$ cat config.mk
export PLATFORM = sky130hd
export DESIGN_NAME = fsef_top
export DESIGN_NICKNAME = d
export VERILOG_FILES = /design/src/verilog/fsef_pkg.sv /design/src/verilog/fsef_flag_bank.sv /design/src/verilog/fsef_fault_capture.sv /design/src/verilog/fsef_top.sv
export SDC_FILE = /design/constraint.sdc
export NUM_CORES = 1
export LEC_CHECK = 0
export BUFFER_PORTS_ARGS = -buffer_cell sky130_fd_sc_hd__buf_2
export CAP_MARGIN = 20
export CORE_MARGIN = 5
export CORE_UTILIZATION = 50
export CTS_BUF_LIST = sky130_fd_sc_hd__clkbuf_4
export CTS_CLUSTER_DIAMETER = 40
export DETAILED_ROUTE_END_ITERATION = 10
export HOLD_SLACK_MARGIN = 0.05
export PLACE_DENSITY = 0.8
export SKIP_CTS_REPAIR_TIMING = 1
export SLEW_MARGIN = 20
export SYNTH_ARGS = -nofsm -noshare
export SYNTH_HDL_FRONTEND = slang
export SYNTH_SLANG_ARGS = --single-unit
$ cat constraint.sdc
create_clock -name clk -period 4.35 [get_ports clk]
set_input_delay 1.305 -clock clk [delete_from_list [all_inputs] [get_ports clk]]
set_output_delay 1.305 -clock clk [all_outputs]
set_load 0.02 [all_outputs]
$ cat src/verilog/fsef_pkg.sv
// constants, types and register map of the flash status flag bank
package fsef_pkg;

// Overview of operation
// - writing 1 to done bit 7 launches command
// - done stays low until finish or violation
// - sequence or illegal command sets access error
// - access error set blocks every launch
// - access error: write 1 clears, 0 keeps
// - protected program or erase sets violation bit
// - violation: write 1 clears, 0 keeps
// - violation set blocks launch and sequences
// - busy bit 3 reads one while running
// - bit 2 always reads zero
// - completion field flags execution or reset errors
// - writes change busy or completion field only by launching
// - reset sequence fault may alter status value
// - double fault or collision sets bit 1
// - unsuppressed single fault or collision sets bit 0
// - fault flags: write 1 clears, 0 keeps
// - ecc sets one flag, collision sets both
// - fault flags stored one cycle after read
// - done flag with enable requests interrupt
// - fault flags with enables request interrupts
// - suppression hides single faults and interrupt
// - forced double fault on every array read

// ****************************************************************
// widths and register offsets
// ****************************************************************
localparam int         FSEF_AW          = 4;
localparam int         FSEF_DW          = 8;
localparam logic [3:0] FSEF_OFF_CONFIG  = 4'h0;
localparam logic [3:0] FSEF_OFF_FCFG    = 4'h1;
localparam logic [3:0] FSEF_OFF_STATUS  = 4'h2;
localparam logic [3:0] FSEF_OFF_FAULT   = 4'h3;

// ****************************************************************
// field positions
// ****************************************************************
localparam int FSEF_CFG_CC_IE     = 7;
localparam int FSEF_CFG_SUPPRESS  = 4;
localparam int FSEF_CFG_FORCE_DBL = 1;
localparam int FSEF_CFG_FORCE_SGL = 0;
localparam int FSEF_FCFG_DBL_IE   = 1;
localparam int FSEF_FCFG_SGL_IE   = 0;
localparam int FSEF_ST_DONE       = 7;
localparam int FSEF_ST_ACCESS_ERROR_FLAG     = 5;
localparam int FSEF_ST_PVIOL      = 4;
localparam int FSEF_ST_BUSY       = 3;
localparam int FSEF_ST_CSTAT      = 0;
localparam int FSEF_FLT_DBL       = 1;
localparam int FSEF_FLT_SGL       = 0;

// ****************************************************************
// sticky flag slots and reset values
// ****************************************************************
localparam int         FSEF_NFLAG       = 4;
localparam int         FSEF_F_ACC       = 0;
localparam int         FSEF_F_PV        = 1;
localparam int         FSEF_F_DBL       = 2;
localparam int         FSEF_F_SGL       = 3;
localparam logic       FSEF_IE_RST      = 1'b0;
localparam logic [1:0] FSEF_CSTAT_RST   = 2'h0;
localparam logic [3:0] FSEF_FLAGS_RST   = 4'h0;

// ****************************************************************
// types
// ****************************************************************
typedef enum logic {FSEF_IDLE, FSEF_RUN} fsef_cmd_state_t;

typedef struct packed {
    logic       finish;
    logic [1:0] status;
    logic       seq_error;
    logic       prot_error;
} fsef_cmd_evt_t;

typedef struct packed {
    logic       done;
    logic       ecc_corr;
    logic       ecc_uncorr;
    logic       collide;
} fsef_rd_evt_t;

typedef struct packed {
    logic       valid;
    logic [1:0] status;
} fsef_init_t;

typedef struct packed {
    logic       set_dbl;
    logic       set_sgl;
} fsef_fault_set_t;

typedef struct packed {
    logic [FSEF_NFLAG-1:0] flags;
} fsef_flag_st_t;

typedef struct packed {
    fsef_cmd_state_t state;
    logic            cc_ie;
    logic            suppress;
    logic            force_dbl;
    logic            force_sgl;
    logic            dbl_ie;
    logic            sgl_ie;
    logic [1:0]      cstat;
    logic            launch;
    logic            seq_allow;
    logic            irq_cmd;
    logic            irq_dbl;
    logic            irq_sgl;
    logic [7:0]      rdata;
} fsef_top_st_t;

endpackage

$ cat src/verilog/fsef_flag_bank.sv
// sticky write-one-to-clear flags of the status bank
`timescale 1ns/1ps
module fsef_flag_bank (
    // clock and reset
    input  wire logic                            clk,
    input  wire logic                            resetn,
    // set and clear requests
    input  wire logic [fsef_pkg::FSEF_NFLAG-1:0] set,
    input  wire logic [fsef_pkg::FSEF_NFLAG-1:0] clr,
    // flag values
    output logic      [fsef_pkg::FSEF_NFLAG-1:0] flags,
    output logic      [fsef_pkg::FSEF_NFLAG-1:0] flags_nxt
);

    fsef_pkg::fsef_flag_st_t st_q;
    fsef_pkg::fsef_flag_st_t st_d;

    for (genvar i = 0; i < fsef_pkg::FSEF_NFLAG; i++) begin : g_flag
        // set wins so an event during a clear is not lost
        assign flags_nxt[i] = set[i] | (st_q.flags[i] & ~clr[i]);

        property p_set_wins;
            @(posedge clk) disable iff (!resetn)
            (set[i] && clr[i]) |=> st_q.flags[i];
        endproperty
        a_set_wins: assert property (p_set_wins)
            else $error("flag lost a set during clear");
    end

    always_comb begin
        st_d       = st_q;
        st_d.flags = flags_nxt;
    end

    always_ff @(posedge clk or negedge resetn) begin
        if (!resetn) begin
            st_q.flags <= fsef_pkg::FSEF_FLAGS_RST;
        end else begin
            st_q <= st_d;
        end
    end

    assign flags = st_q.flags;

endmodule

$ cat src/verilog/fsef_fault_capture.sv
// classifies flash array read faults, one cycle late
`timescale 1ns/1ps
module fsef_fault_capture (
    // clock and reset
    input  wire logic                      clk,
    input  wire logic                      resetn,
    // read result and controls
    input  wire fsef_pkg::fsef_rd_evt_t    rd_evt,
    input  wire logic                      suppress,
    input  wire logic                      force_dbl,
    input  wire logic                      force_sgl,
    // flag set requests
    output fsef_pkg::fsef_fault_set_t      fault_set
);

    fsef_pkg::fsef_fault_set_t st_q;
    fsef_pkg::fsef_fault_set_t st_d;

    // the staging flop is the one-cycle store delay
    always_comb begin
        st_d = '0;
        if (rd_evt.done) begin
            st_d.set_dbl = rd_evt.ecc_uncorr | rd_evt.collide
                         | force_dbl;
            // an uncorrectable fault masks the single one
            st_d.set_sgl = rd_evt.collide
                         | (~suppress & ~rd_evt.ecc_uncorr & ~force_dbl
                            & (rd_evt.ecc_corr | force_sgl));
        end
    end

    always_ff @(posedge clk or negedge resetn) begin
        if (!resetn) begin
            st_q <= '0;
        end else begin
            st_q <= st_d;
        end
    end

    assign fault_set = st_q;

    property p_ecc_exclusive;
        @(posedge clk) disable iff (!resetn)
        (rd_evt.done && !rd_evt.collide) |=> !(st_q.set_dbl && st_q.set_sgl);
    endproperty
    a_ecc_exclusive: assert property (p_ecc_exclusive)
        else $error("ecc fault set both flags");

    property p_suppress;
        @(posedge clk) disable iff (!resetn)
        (rd_evt.done && suppress && !rd_evt.collide) |=> !st_q.set_sgl;
    endproperty
    a_suppress: assert property (p_suppress)
        else $error("suppressed single fault reported");

endmodule

$ cat src/verilog/fsef_top.sv
// top of the flash status and fault flag register bank
`timescale 1ns/1ps
module fsef_top (
    // clock and reset
    input  wire logic                         clk,
    input  wire logic                         resetn,
    // register port
    input  wire logic [fsef_pkg::FSEF_AW-1:0] reg_addr,
    input  wire logic [fsef_pkg::FSEF_DW-1:0] reg_wdata,
    input  wire logic                         reg_wr,
    input  wire logic                         reg_rd,
    output logic      [fsef_pkg::FSEF_DW-1:0] reg_rdata,
    // command engine and reset sequence
    input  wire fsef_pkg::fsef_cmd_evt_t      cmd_evt,
    input  wire fsef_pkg::fsef_init_t         init_evt,
    output logic                              cmd_launch,
    output logic                              seq_allow,
    // array reads
    input  wire fsef_pkg::fsef_rd_evt_t       rd_evt,
    // interrupt requests
    output logic                              irq_cmd_done,
    output logic                              irq_dbl_fault,
    output logic                              irq_sgl_fault
);

    // ****************************************************************
    // declarations
    // ****************************************************************
    fsef_pkg::fsef_top_st_t          st_q;
    fsef_pkg::fsef_top_st_t          st_d;
    fsef_pkg::fsef_fault_set_t       fault_set;
    logic [fsef_pkg::FSEF_NFLAG-1:0] flag_set;
    logic [fsef_pkg::FSEF_NFLAG-1:0] flag_clr;
    logic [fsef_pkg::FSEF_NFLAG-1:0] flags;
    logic [fsef_pkg::FSEF_NFLAG-1:0] flags_nxt;
    logic                            wr_cfg;
    logic                            wr_fcfg;
    logic                            wr_stat;
    logic                            wr_flt;
    logic                            violation;
    logic                            launch_ok;
    logic                            running;

    // ****************************************************************
    // address decode
    // ****************************************************************
    assign wr_cfg  = reg_wr && (reg_addr == fsef_pkg::FSEF_OFF_CONFIG);
    assign wr_fcfg = reg_wr && (reg_addr == fsef_pkg::FSEF_OFF_FCFG);
    assign wr_stat = reg_wr && (reg_addr == fsef_pkg::FSEF_OFF_STATUS);
    assign wr_flt  = reg_wr && (reg_addr == fsef_pkg::FSEF_OFF_FAULT);
    assign running = (st_q.state == fsef_pkg::FSEF_RUN);

    // ****************************************************************
    // sticky flags
    // ****************************************************************
    assign violation = cmd_evt.seq_error | cmd_evt.prot_error;

    assign flag_set[fsef_pkg::FSEF_F_ACC] = cmd_evt.seq_error;
    assign flag_set[fsef_pkg::FSEF_F_PV]  = cmd_evt.prot_error;
    assign flag_set[fsef_pkg::FSEF_F_DBL] = fault_set.set_dbl;
    assign flag_set[fsef_pkg::FSEF_F_SGL] = fault_set.set_sgl;

    // a zero in the write data leaves the flag alone
    assign flag_clr[fsef_pkg::FSEF_F_ACC] =
        wr_stat && reg_wdata[fsef_pkg::FSEF_ST_ACCESS_ERROR_FLAG];
    assign flag_clr[fsef_pkg::FSEF_F_PV]  =
        wr_stat && reg_wdata[fsef_pkg::FSEF_ST_PVIOL];
    assign flag_clr[fsef_pkg::FSEF_F_DBL] =
        wr_flt && reg_wdata[fsef_pkg::FSEF_FLT_DBL];
    assign flag_clr[fsef_pkg::FSEF_F_SGL] =
        wr_flt && reg_wdata[fsef_pkg::FSEF_FLT_SGL];

    // flags seen before this write count, so one write cannot
    // clear an error and launch at once
    assign launch_ok = wr_stat && reg_wdata[fsef_pkg::FSEF_ST_DONE]
                    && !flags[fsef_pkg::FSEF_F_ACC]
                    && !flags[fsef_pkg::FSEF_F_PV]
                    && !violation;

    fsef_flag_bank u_flags (
        .clk       (clk),
        .resetn    (resetn),
        .set       (flag_set),
        .clr       (flag_clr),
        .flags     (flags),
        .flags_nxt (flags_nxt)
    );

    fsef_fault_capture u_capture (
        .clk       (clk),
        .resetn    (resetn),
        .rd_evt    (rd_evt),
        .suppress  (st_q.suppress),
        .force_dbl (st_q.force_dbl),
        .force_sgl (st_q.force_sgl),
        .fault_set (fault_set)
    );

    // ****************************************************************
    // next state
    // ****************************************************************
    always_comb begin
        logic [7:0] cfg_view;
        logic [7:0] fcfg_view;
        logic [7:0] stat_view;
        logic [7:0] flt_view;
        cfg_view  = 8'h00;
        fcfg_view = 8'h00;
        stat_view = 8'h00;
        flt_view  = 8'h00;
        st_d        = st_q;
        st_d.launch = 1'b0;

        if (wr_cfg) begin
            st_d.cc_ie     = reg_wdata[fsef_pkg::FSEF_CFG_CC_IE];
            st_d.suppress  = reg_wdata[fsef_pkg::FSEF_CFG_SUPPRESS];
            st_d.force_dbl = reg_wdata[fsef_pkg::FSEF_CFG_FORCE_DBL];
            st_d.force_sgl = reg_wdata[fsef_pkg::FSEF_CFG_FORCE_SGL];
        end
        if (wr_fcfg) begin
            st_d.dbl_ie = reg_wdata[fsef_pkg::FSEF_FCFG_DBL_IE];
            st_d.sgl_ie = reg_wdata[fsef_pkg::FSEF_FCFG_SGL_IE];
        end

        // busy and completion field have no write path
        case (st_q.state)
            fsef_pkg::FSEF_IDLE: begin
                if (launch_ok) begin
                    st_d.state  = fsef_pkg::FSEF_RUN;
                    st_d.launch = 1'b1;
                    st_d.cstat  = fsef_pkg::FSEF_CSTAT_RST;
                end
            end
            fsef_pkg::FSEF_RUN: begin
                if (cmd_evt.finish) begin
                    st_d.state = fsef_pkg::FSEF_IDLE;
                    st_d.cstat = cmd_evt.status;
                end else if (violation) begin
                    st_d.state = fsef_pkg::FSEF_IDLE;
                end
            end
            default: begin
                st_d.state = fsef_pkg::FSEF_IDLE;
            end
        endcase

        // reset sequence result overrides the nominal reset value
        if (init_evt.valid) begin
            st_d.cstat = init_evt.status;
        end

        st_d.seq_allow = !flags_nxt[fsef_pkg::FSEF_F_PV];
        st_d.irq_cmd   = st_d.cc_ie
                      && (st_d.state == fsef_pkg::FSEF_IDLE);
        st_d.irq_dbl   = st_d.dbl_ie
                      && flags_nxt[fsef_pkg::FSEF_F_DBL];
        st_d.irq_sgl   = st_d.sgl_ie
                      && flags_nxt[fsef_pkg::FSEF_F_SGL];

        cfg_view[fsef_pkg::FSEF_CFG_CC_IE]     = st_q.cc_ie;
        cfg_view[fsef_pkg::FSEF_CFG_SUPPRESS]  = st_q.suppress;
        cfg_view[fsef_pkg::FSEF_CFG_FORCE_DBL] = st_q.force_dbl;
        cfg_view[fsef_pkg::FSEF_CFG_FORCE_SGL] = st_q.force_sgl;
        fcfg_view[fsef_pkg::FSEF_FCFG_DBL_IE]  = st_q.dbl_ie;
        fcfg_view[fsef_pkg::FSEF_FCFG_SGL_IE]  = st_q.sgl_ie;
        // bit 2 and unassigned bits stay at zero
        stat_view[fsef_pkg::FSEF_ST_DONE]   = !running;
        stat_view[fsef_pkg::FSEF_ST_ACCESS_ERROR_FLAG] = flags[fsef_pkg::FSEF_F_ACC];
        stat_view[fsef_pkg::FSEF_ST_PVIOL]  = flags[fsef_pkg::FSEF_F_PV];
        stat_view[fsef_pkg::FSEF_ST_BUSY]   = running;
        stat_view[fsef_pkg::FSEF_ST_CSTAT+:2] = st_q.cstat;
        flt_view[fsef_pkg::FSEF_FLT_DBL]    = flags[fsef_pkg::FSEF_F_DBL];
        flt_view[fsef_pkg::FSEF_FLT_SGL]    = flags[fsef_pkg::FSEF_F_SGL];

        // unmapped offsets read zero; data stand one cycle only
        st_d.rdata = 8'h00;
        if (reg_rd) begin
            case (reg_addr)
                fsef_pkg::FSEF_OFF_CONFIG: st_d.rdata = cfg_view;
                fsef_pkg::FSEF_OFF_FCFG:   st_d.rdata = fcfg_view;
                fsef_pkg::FSEF_OFF_STATUS: st_d.rdata = stat_view;
                fsef_pkg::FSEF_OFF_FAULT:  st_d.rdata = flt_view;
                default:                   st_d.rdata = 8'h00;
            endcase
        end
    end

    // ****************************************************************
    // state register
    // ****************************************************************
    always_ff @(posedge clk or negedge resetn) begin
        if (!resetn) begin
            st_q.state     <= fsef_pkg::FSEF_IDLE;
            st_q.cc_ie     <= fsef_pkg::FSEF_IE_RST;
            st_q.suppress  <= fsef_pkg::FSEF_IE_RST;
            st_q.force_dbl <= fsef_pkg::FSEF_IE_RST;
            st_q.force_sgl <= fsef_pkg::FSEF_IE_RST;
            st_q.dbl_ie    <= fsef_pkg::FSEF_IE_RST;
            st_q.sgl_ie    <= fsef_pkg::FSEF_IE_RST;
            st_q.cstat     <= fsef_pkg::FSEF_CSTAT_RST;
            st_q.launch    <= 1'b0;
            st_q.seq_allow <= 1'b1;
            st_q.irq_cmd   <= 1'b0;
            st_q.irq_dbl   <= 1'b0;
            st_q.irq_sgl   <= 1'b0;
            st_q.rdata     <= 8'h00;
        end else begin
            st_q <= st_d;
        end
    end

    assign reg_rdata     = st_q.rdata;
    assign cmd_launch    = st_q.launch;
    assign seq_allow     = st_q.seq_allow;
    assign irq_cmd_done  = st_q.irq_cmd;
    assign irq_dbl_fault = st_q.irq_dbl;
    assign irq_sgl_fault = st_q.irq_sgl;

    // ****************************************************************
    // checks
    // ****************************************************************
    property p_launch;
        @(posedge clk) disable iff (!resetn)
        (!running && launch_ok) |=> (cmd_launch && running);
    endproperty
    a_launch: assert property (p_launch)
        else $error("clean launch write did not start a command");

    property p_hold_low;
        @(posedge clk) disable iff (!resetn)
        (running && !cmd_evt.finish && !violation) |=> running;
    endproperty
    a_hold_low: assert property (p_hold_low)
        else $error("done flag rose without finish or violation");

    property p_finish;
        @(posedge clk) disable iff (!resetn)
        (running && cmd_evt.finish) |=> (!running && st_q.cstat
            == $past(cmd_evt.status));
    endproperty
    a_finish: assert property (p_finish)
        else $error("finish did not set done and completion field");

    property p_acc_blocks;
        @(posedge clk) disable iff (!resetn)
        (wr_stat && flags[fsef_pkg::FSEF_F_ACC]) |=> !cmd_launch;
    endproperty
    a_acc_blocks: assert property (p_acc_blocks)
        else $error("launch while access error set");

    property p_pv_blocks;
        @(posedge clk) disable iff (!resetn)
        flags[fsef_pkg::FSEF_F_PV] |-> (!seq_allow ##1 !cmd_launch);
    endproperty
    a_pv_blocks: assert property (p_pv_blocks)
        else $error("launch or sequence allowed during violation");

    property p_acc_set;
        @(posedge clk) disable iff (!resetn)
        cmd_evt.seq_error |=> flags[fsef_pkg::FSEF_F_ACC];
    endproperty
    a_acc_set: assert property (p_acc_set)
        else $error("access error not flagged");

    property p_acc_w0;
        @(posedge clk) disable iff (!resetn)
        (wr_stat && !reg_wdata[fsef_pkg::FSEF_ST_ACCESS_ERROR_FLAG]
            && flags[fsef_pkg::FSEF_F_ACC]) |=> flags[fsef_pkg::FSEF_F_ACC];
    endproperty
    a_acc_w0: assert property (p_acc_w0)
        else $error("writing zero cleared access error");

    property p_stat_read;
        @(posedge clk) disable iff (!resetn)
        (reg_rd && reg_addr == fsef_pkg::FSEF_OFF_STATUS) |=>
            (reg_rdata[fsef_pkg::FSEF_ST_BUSY] == $past(running)
             && reg_rdata[fsef_pkg::FSEF_ST_DONE] == !$past(running)
             && reg_rdata[2] == 1'b0 && reg_rdata[6] == 1'b0);
    endproperty
    a_stat_read: assert property (p_stat_read)
        else $error("status readback wrong");

    property p_dbl_delay;
        @(posedge clk) disable iff (!resetn)
        (rd_evt.done && rd_evt.ecc_uncorr) |=> ##1
            flags[fsef_pkg::FSEF_F_DBL];
    endproperty
    a_dbl_delay: assert property (p_dbl_delay)
        else $error("double fault not stored one cycle late");

    property p_collide;
        @(posedge clk) disable iff (!resetn)
        (rd_evt.done && rd_evt.collide) |-> ##2
            (flags[fsef_pkg::FSEF_F_DBL] && flags[fsef_pkg::FSEF_F_SGL]);
    endproperty
    a_collide: assert property (p_collide)
        else $error("collision did not set both fault flags");

    property p_force_dbl;
        @(posedge clk) disable iff (!resetn)
        (rd_evt.done && st_q.force_dbl) |-> ##2 flags[fsef_pkg::FSEF_F_DBL];
    endproperty
    a_force_dbl: assert property (p_force_dbl)
        else $error("forced double fault not flagged");

    property p_irq;
        @(posedge clk) disable iff (!resetn)
        (st_q.dbl_ie && flags[fsef_pkg::FSEF_F_DBL] && !$past(wr_fcfg))
            |-> irq_dbl_fault;
    endproperty
    a_irq: assert property (p_irq)
        else $error("double fault interrupt missing");

endmodule

* Yosys cells after proc, flatten, opt, wreduce, memory -nomap -nowiden
Index checks and enable logic that the tools add are counted.
Operators by class: equality and inequality tests 5, mux-type cells 14, bitwise operators 25, reductions and logical operators 22
Operators with widths (count):
- $pmux 8 s4 | 1
- $logic_and 1x1->1 | 15
- $not 1->1 | 9
- $or 1x1->1 | 9
- $eq 4x2->1 const B | 2
- $mux 2 | 4
- $mux 8 | 1
- $and 1x1->1 | 7
- $ne 3x3->1 const B | 2
- $logic_not 1->1 | 5
- $eq 4x1->1 const B | 1
- $logic_not 4->1 | 1
- $mux 1 | 4
- $mux 4 | 1
- $pmux 2 s2 | 1
- $mux 3 | 1
- $pmux 1 s2 | 1
- $reduce_and 2->1 | 1
Storage, ports and cells: register bits after elaboration 28, bits of input ports 28, output and inout port bits 13, logic and storage cells 83

* Depth between registers and ports, before layout
depth after elaboration 10, mapped depth 5, mapped depth without buffers 4

* Modules after synthesis
A second synthesis with hierarchy kept.
Unflattened totals: cells, all modules 94, area, all modules 1206.2 um^2
By module, submodules not included:
- fsef_top | times used 1, cells an instance 75, area each 972.2 um^2, sequential area each 501.7 um^2
- fsef_flag_bank | times used 1, cells an instance 12, area each 145.1 um^2, sequential area each 100.1 um^2
- fsef_fault_capture | times used 1, cells an instance 7, area each 88.8 um^2, sequential area each 50.0 um^2

* Worst setup path before layout
OpenSTA, ideal clock, no wires.
kind input-to-reg, start point in reg_addr[1] in the netlist's numbering, end point reg st_q[13] in the netlist's numbering, data arrival time 2.347 ns, data required time 4.225 ns, path slack 1.878 ns, cell stages on the path 5, path buffers 1, cell sequence buf_6 > and4bb_4 > and4b_4 > a211o_1 > mux2_4
Between the ends: word-level cells in the longest chain between the ends 8
RTL lines:
- start, declared | RTL line fsef_top.sv:8 | input wire logic [fsef_pkg::FSEF_AW-1:0] reg_addr,
- $eq 4x2->1 | RTL line fsef_top.sv:49 | assign wr_stat = reg_wr && (reg_addr == fsef_pkg::FSEF_OFF_STATUS);
- $logic_and 1x1->1 | RTL line fsef_top.sv:49
- $logic_and 1x1->1 | RTL line fsef_top.sv:75 | assign launch_ok = wr_stat && reg_wdata[fsef_pkg::FSEF_ST_DONE]
- $logic_and 1x1->1 | RTL line fsef_top.sv:76 | && !flags[fsef_pkg::FSEF_F_ACC]
- $logic_and 1x1->1 | RTL line fsef_top.sv:77 | && !flags[fsef_pkg::FSEF_F_PV]
- $logic_and 1x1->1 | RTL line fsef_top.sv:78 | && !violation;
- $ne 3x3->1 (no source line)
- $reduce_and 2->1 (no source line)
- end signal, assigned | RTL line fsef_top.sv:208 | st_q <= st_d;
- end, declared | RTL line fsef_top.sv:29 | fsef_pkg::fsef_top_st_t st_q;
No other way between the ends. A chain may end at the register's enable or synchronous reset.

* Worst setup path after layout
start point reg seq_allow (netlist name), end point out seq_allow
RTL lines:
- end, declared | RTL line fsef_top.sv:17 | output logic seq_allow,
No word-level cell between the ends.

==> out/qor.csv <==
metric;value;unit
Clk pin slew, worst setup/hold paths;0.13;ns
worst setup margin;2.05;ns
synthesized cell area;0.00116;mm2
r2r setup slk;2.70;ns
status;finished clean;
number of CTS-inserted buffers;3;
P&R area growth vs syn;14.1;%
endpoints failing setup;0;
r2r endpoint;st_q[13];
Fin. Hold Viols;0;
antenna cells;0;
Hold WC Path Type;flip-flop to flip-flop;
Initial Util;52.4;%
Leakage;0.658;nW
root buf cell;clkbuf_4;
CP top delay family;flip-flops;
H-tree depth;1;
FF+latch area;652;um2
Worst Max-Slew Pin Slew;0.553;ns
R2R depth;4;
pre-CTS WS;1.74;ns
Setup CP Type;flip-flop to output pin;
IO Pins;41;
Final Max Tran Viols;0;
initial antenna violation count;0;
Die Y-Extent;58.1;um
sequential-to-total area share from yosys stat;56.3;%
Yosys cell types;31;
WL final;2090;um
setup TNS;0;ns
Rows;17;
All-Layer GR Usage;14.3;%
# port buffers;35;
Syn Area/Cell;12.7;um2
initial DRC count;3;
global-route wire length before repair;3720;um
GPL Wtd Cong;0.761;
Hold WS;0.459;ns
Startpoint Class;flip-flop;
YS warnings;0;
CP max stage cell;dfstp_2;
worst-path maximum fanout;1;
Synth Register Bits;26;
FF-to-FF Start;running;
WP depth;1;
First-pass DRT Iterations;2;
DR DRC count;0;
Max Freq;434;MHz
commonest cells after routing, fill and taps aside;35 x buf_2, 25 x dfrtp_1, 7 x nand2_1;
CTS tree;done;
Pwr Total;0.000460;W
Final nets;150;
Via Count;777;
FILL cells;189;
DIE AREA;0.00338;mm2
skew final;0.00676;ns
Post-Syn Instances;91;
Setup crit end kind;output pin;
Remaining Overflow, GRT;0;
Crit path arrival time;1.00;ns
CP bufs+invs;1;
worst-path cell chain;buf_2;
Max IR drop VDD;224;uV
clock buffer depth;2;
Tmin final;2.30;ns
required time of the critical path;3.04;ns
max incr delay on CP;0.53;ns
leading cell type in the layout, fill and taps excluded;buf_2;
worst skew pair latency;0.31;ns
Worst Setup EP;seq_allow;
vias in the first global route;883;
fraction of layout cells with a size suffix above 1;43.0;%
pin count of the biggest net entering global routing;27;
Multi-input gate area;427;um2
Vias per Instance;5.21;
MaxCap Viol Count;0;
Post-DRT Antenna Nets;0;
WL/cell;14.0;um
CORE AREA;0.00221;mm2
Rel. slew slack;63.1;%
Period Utilization, post-route;53.0;%
clock sink count;26;
RSZ-0062 raised after global routing;false;
Power Density;348;mW/mm2
Die Wd;58.1;um
Worst Setup SP;seq_allow;
dpl hpwl;1690;um
power by group:
part	total, W	internal (W)	switching [W]
logic	0.0000813	0.0000410	0.0000403
registers	0.000279	0.000266	0.0000128
clock network	0.0000998	0.0000335	0.0000662
sequential cells by signal, summed over array words and instances, names as in the netlist:
signal	flops
reg_rdata	6
u_capture.fault_set	2
irq_cmd_done	1
irq_dbl_fault	1
u_flags.flags	4
running	1
cmd_launch	1
st_q	8
seq_allow	1
irq_sgl_fault	1
final cells by class:
| class | count | area share [%] |
|---|---|---|
| Sequential cell | 26 | 49.3 |
| Multi-Input combinational cell | 54 | 32.3 |
| Timing Repair Buffer | 35 | 13.2 |
| Tap cell | 28 | 2.65 |
| Clock buffer | 3 | 1.70 |
| Inverter | 2 | 0.568 |
| Clock inverter | 1 | 0.284 |
metal layers:
| metal | GRT usage [%] | share of wire, % | vias up | wire, um |
|---|---|---|---|---|
| met3 | 1.56 | 6.0 | 2 | 125 |
| met4 | 6.95 | 1.3 | 0 | 28 |
| met5 | 0 | 0 | - | 0 |
| met2 | 25.5 | 51 | 22 | 1070 |
| li1 | - | - | 372 | - |
| met1 | 16.9 | 41 | 381 | 863 |
worst min path at each step:
stage | from | to | slack [ns] | depth (start not counted)
after detailed placement | u_capture.fault_set[1] | u_flags.flags[2] | 0.43 | 1
after global routing | u_capture.fault_set[1] | u_flags.flags[2] | 0.49 | 1
after CTS | u_capture.fault_set[1] | u_flags.flags[2] | 0.46 | 1
final | u_capture.fault_set[1] | u_flags.flags[2] | 0.46 | 1
after global placement | u_capture.fault_set[0] | u_flags.flags[3] | 0.42 | 1
after floorplan | u_capture.fault_set[1] | u_flags.flags[2] | 0.42 | 1
cells by family (layout without fill, tap and decap cells):
group | after synthesis | after routing | share of synthesized area [%]
flops | 26 | 26 | 56.3
compound gates | 11 | 11 | 6.80
simple gates | 29 | 29 | 15.3
other cells | 1 | 2 | 0.324
mux | 12 | 12 | 14.0
buf+inv | 12 | 41 | 7.24
cell usage after synthesis:
cell type,instances,share of area [%]
nor4b_1,1,0.76
and2_1,2,1.1
inv_1,2,0.65
and4bb_4,1,1.4
nor2_1,4,1.3
nand4b_1,1,0.76
mux2i_1,2,1.7
and4bb_1,1,1.1
o31a_1,1,0.76
buf_4,8,5.2
nand2_1,7,2.3
buf_6,1,0.97
a211o_1,1,0.76
buf_2,1,0.43
nand3_1,2,0.86
nor4_1,1,0.54
dfrtp_1,25,54
mux2_2,6,5.8
mux4_2,2,3.9
conb_1,1,0.32
a31o_2,1,0.76
o21ai_0,2,0.86
nor3_1,2,0.86
and3_1,4,2.2
dfstp_2,1,2.3
nor2b_1,2,1.1
mux2_4,2,2.6
and4b_4,1,1.2
a21oi_1,1,0.43
o21a_1,1,0.65
a21o_1,4,2.6
stage by stage:
stage	utilization [%]	instance area, um2	std cells
after CTS	59.8	1320	149
after global placement	58.6	1300	145
after detailed placement	58.6	1300	145
final	59.8	1320	149
after floorplan	-	1160	92
after global routing	59.8	1320	149
Note: power is estimated with default switching activity, not from simulation.
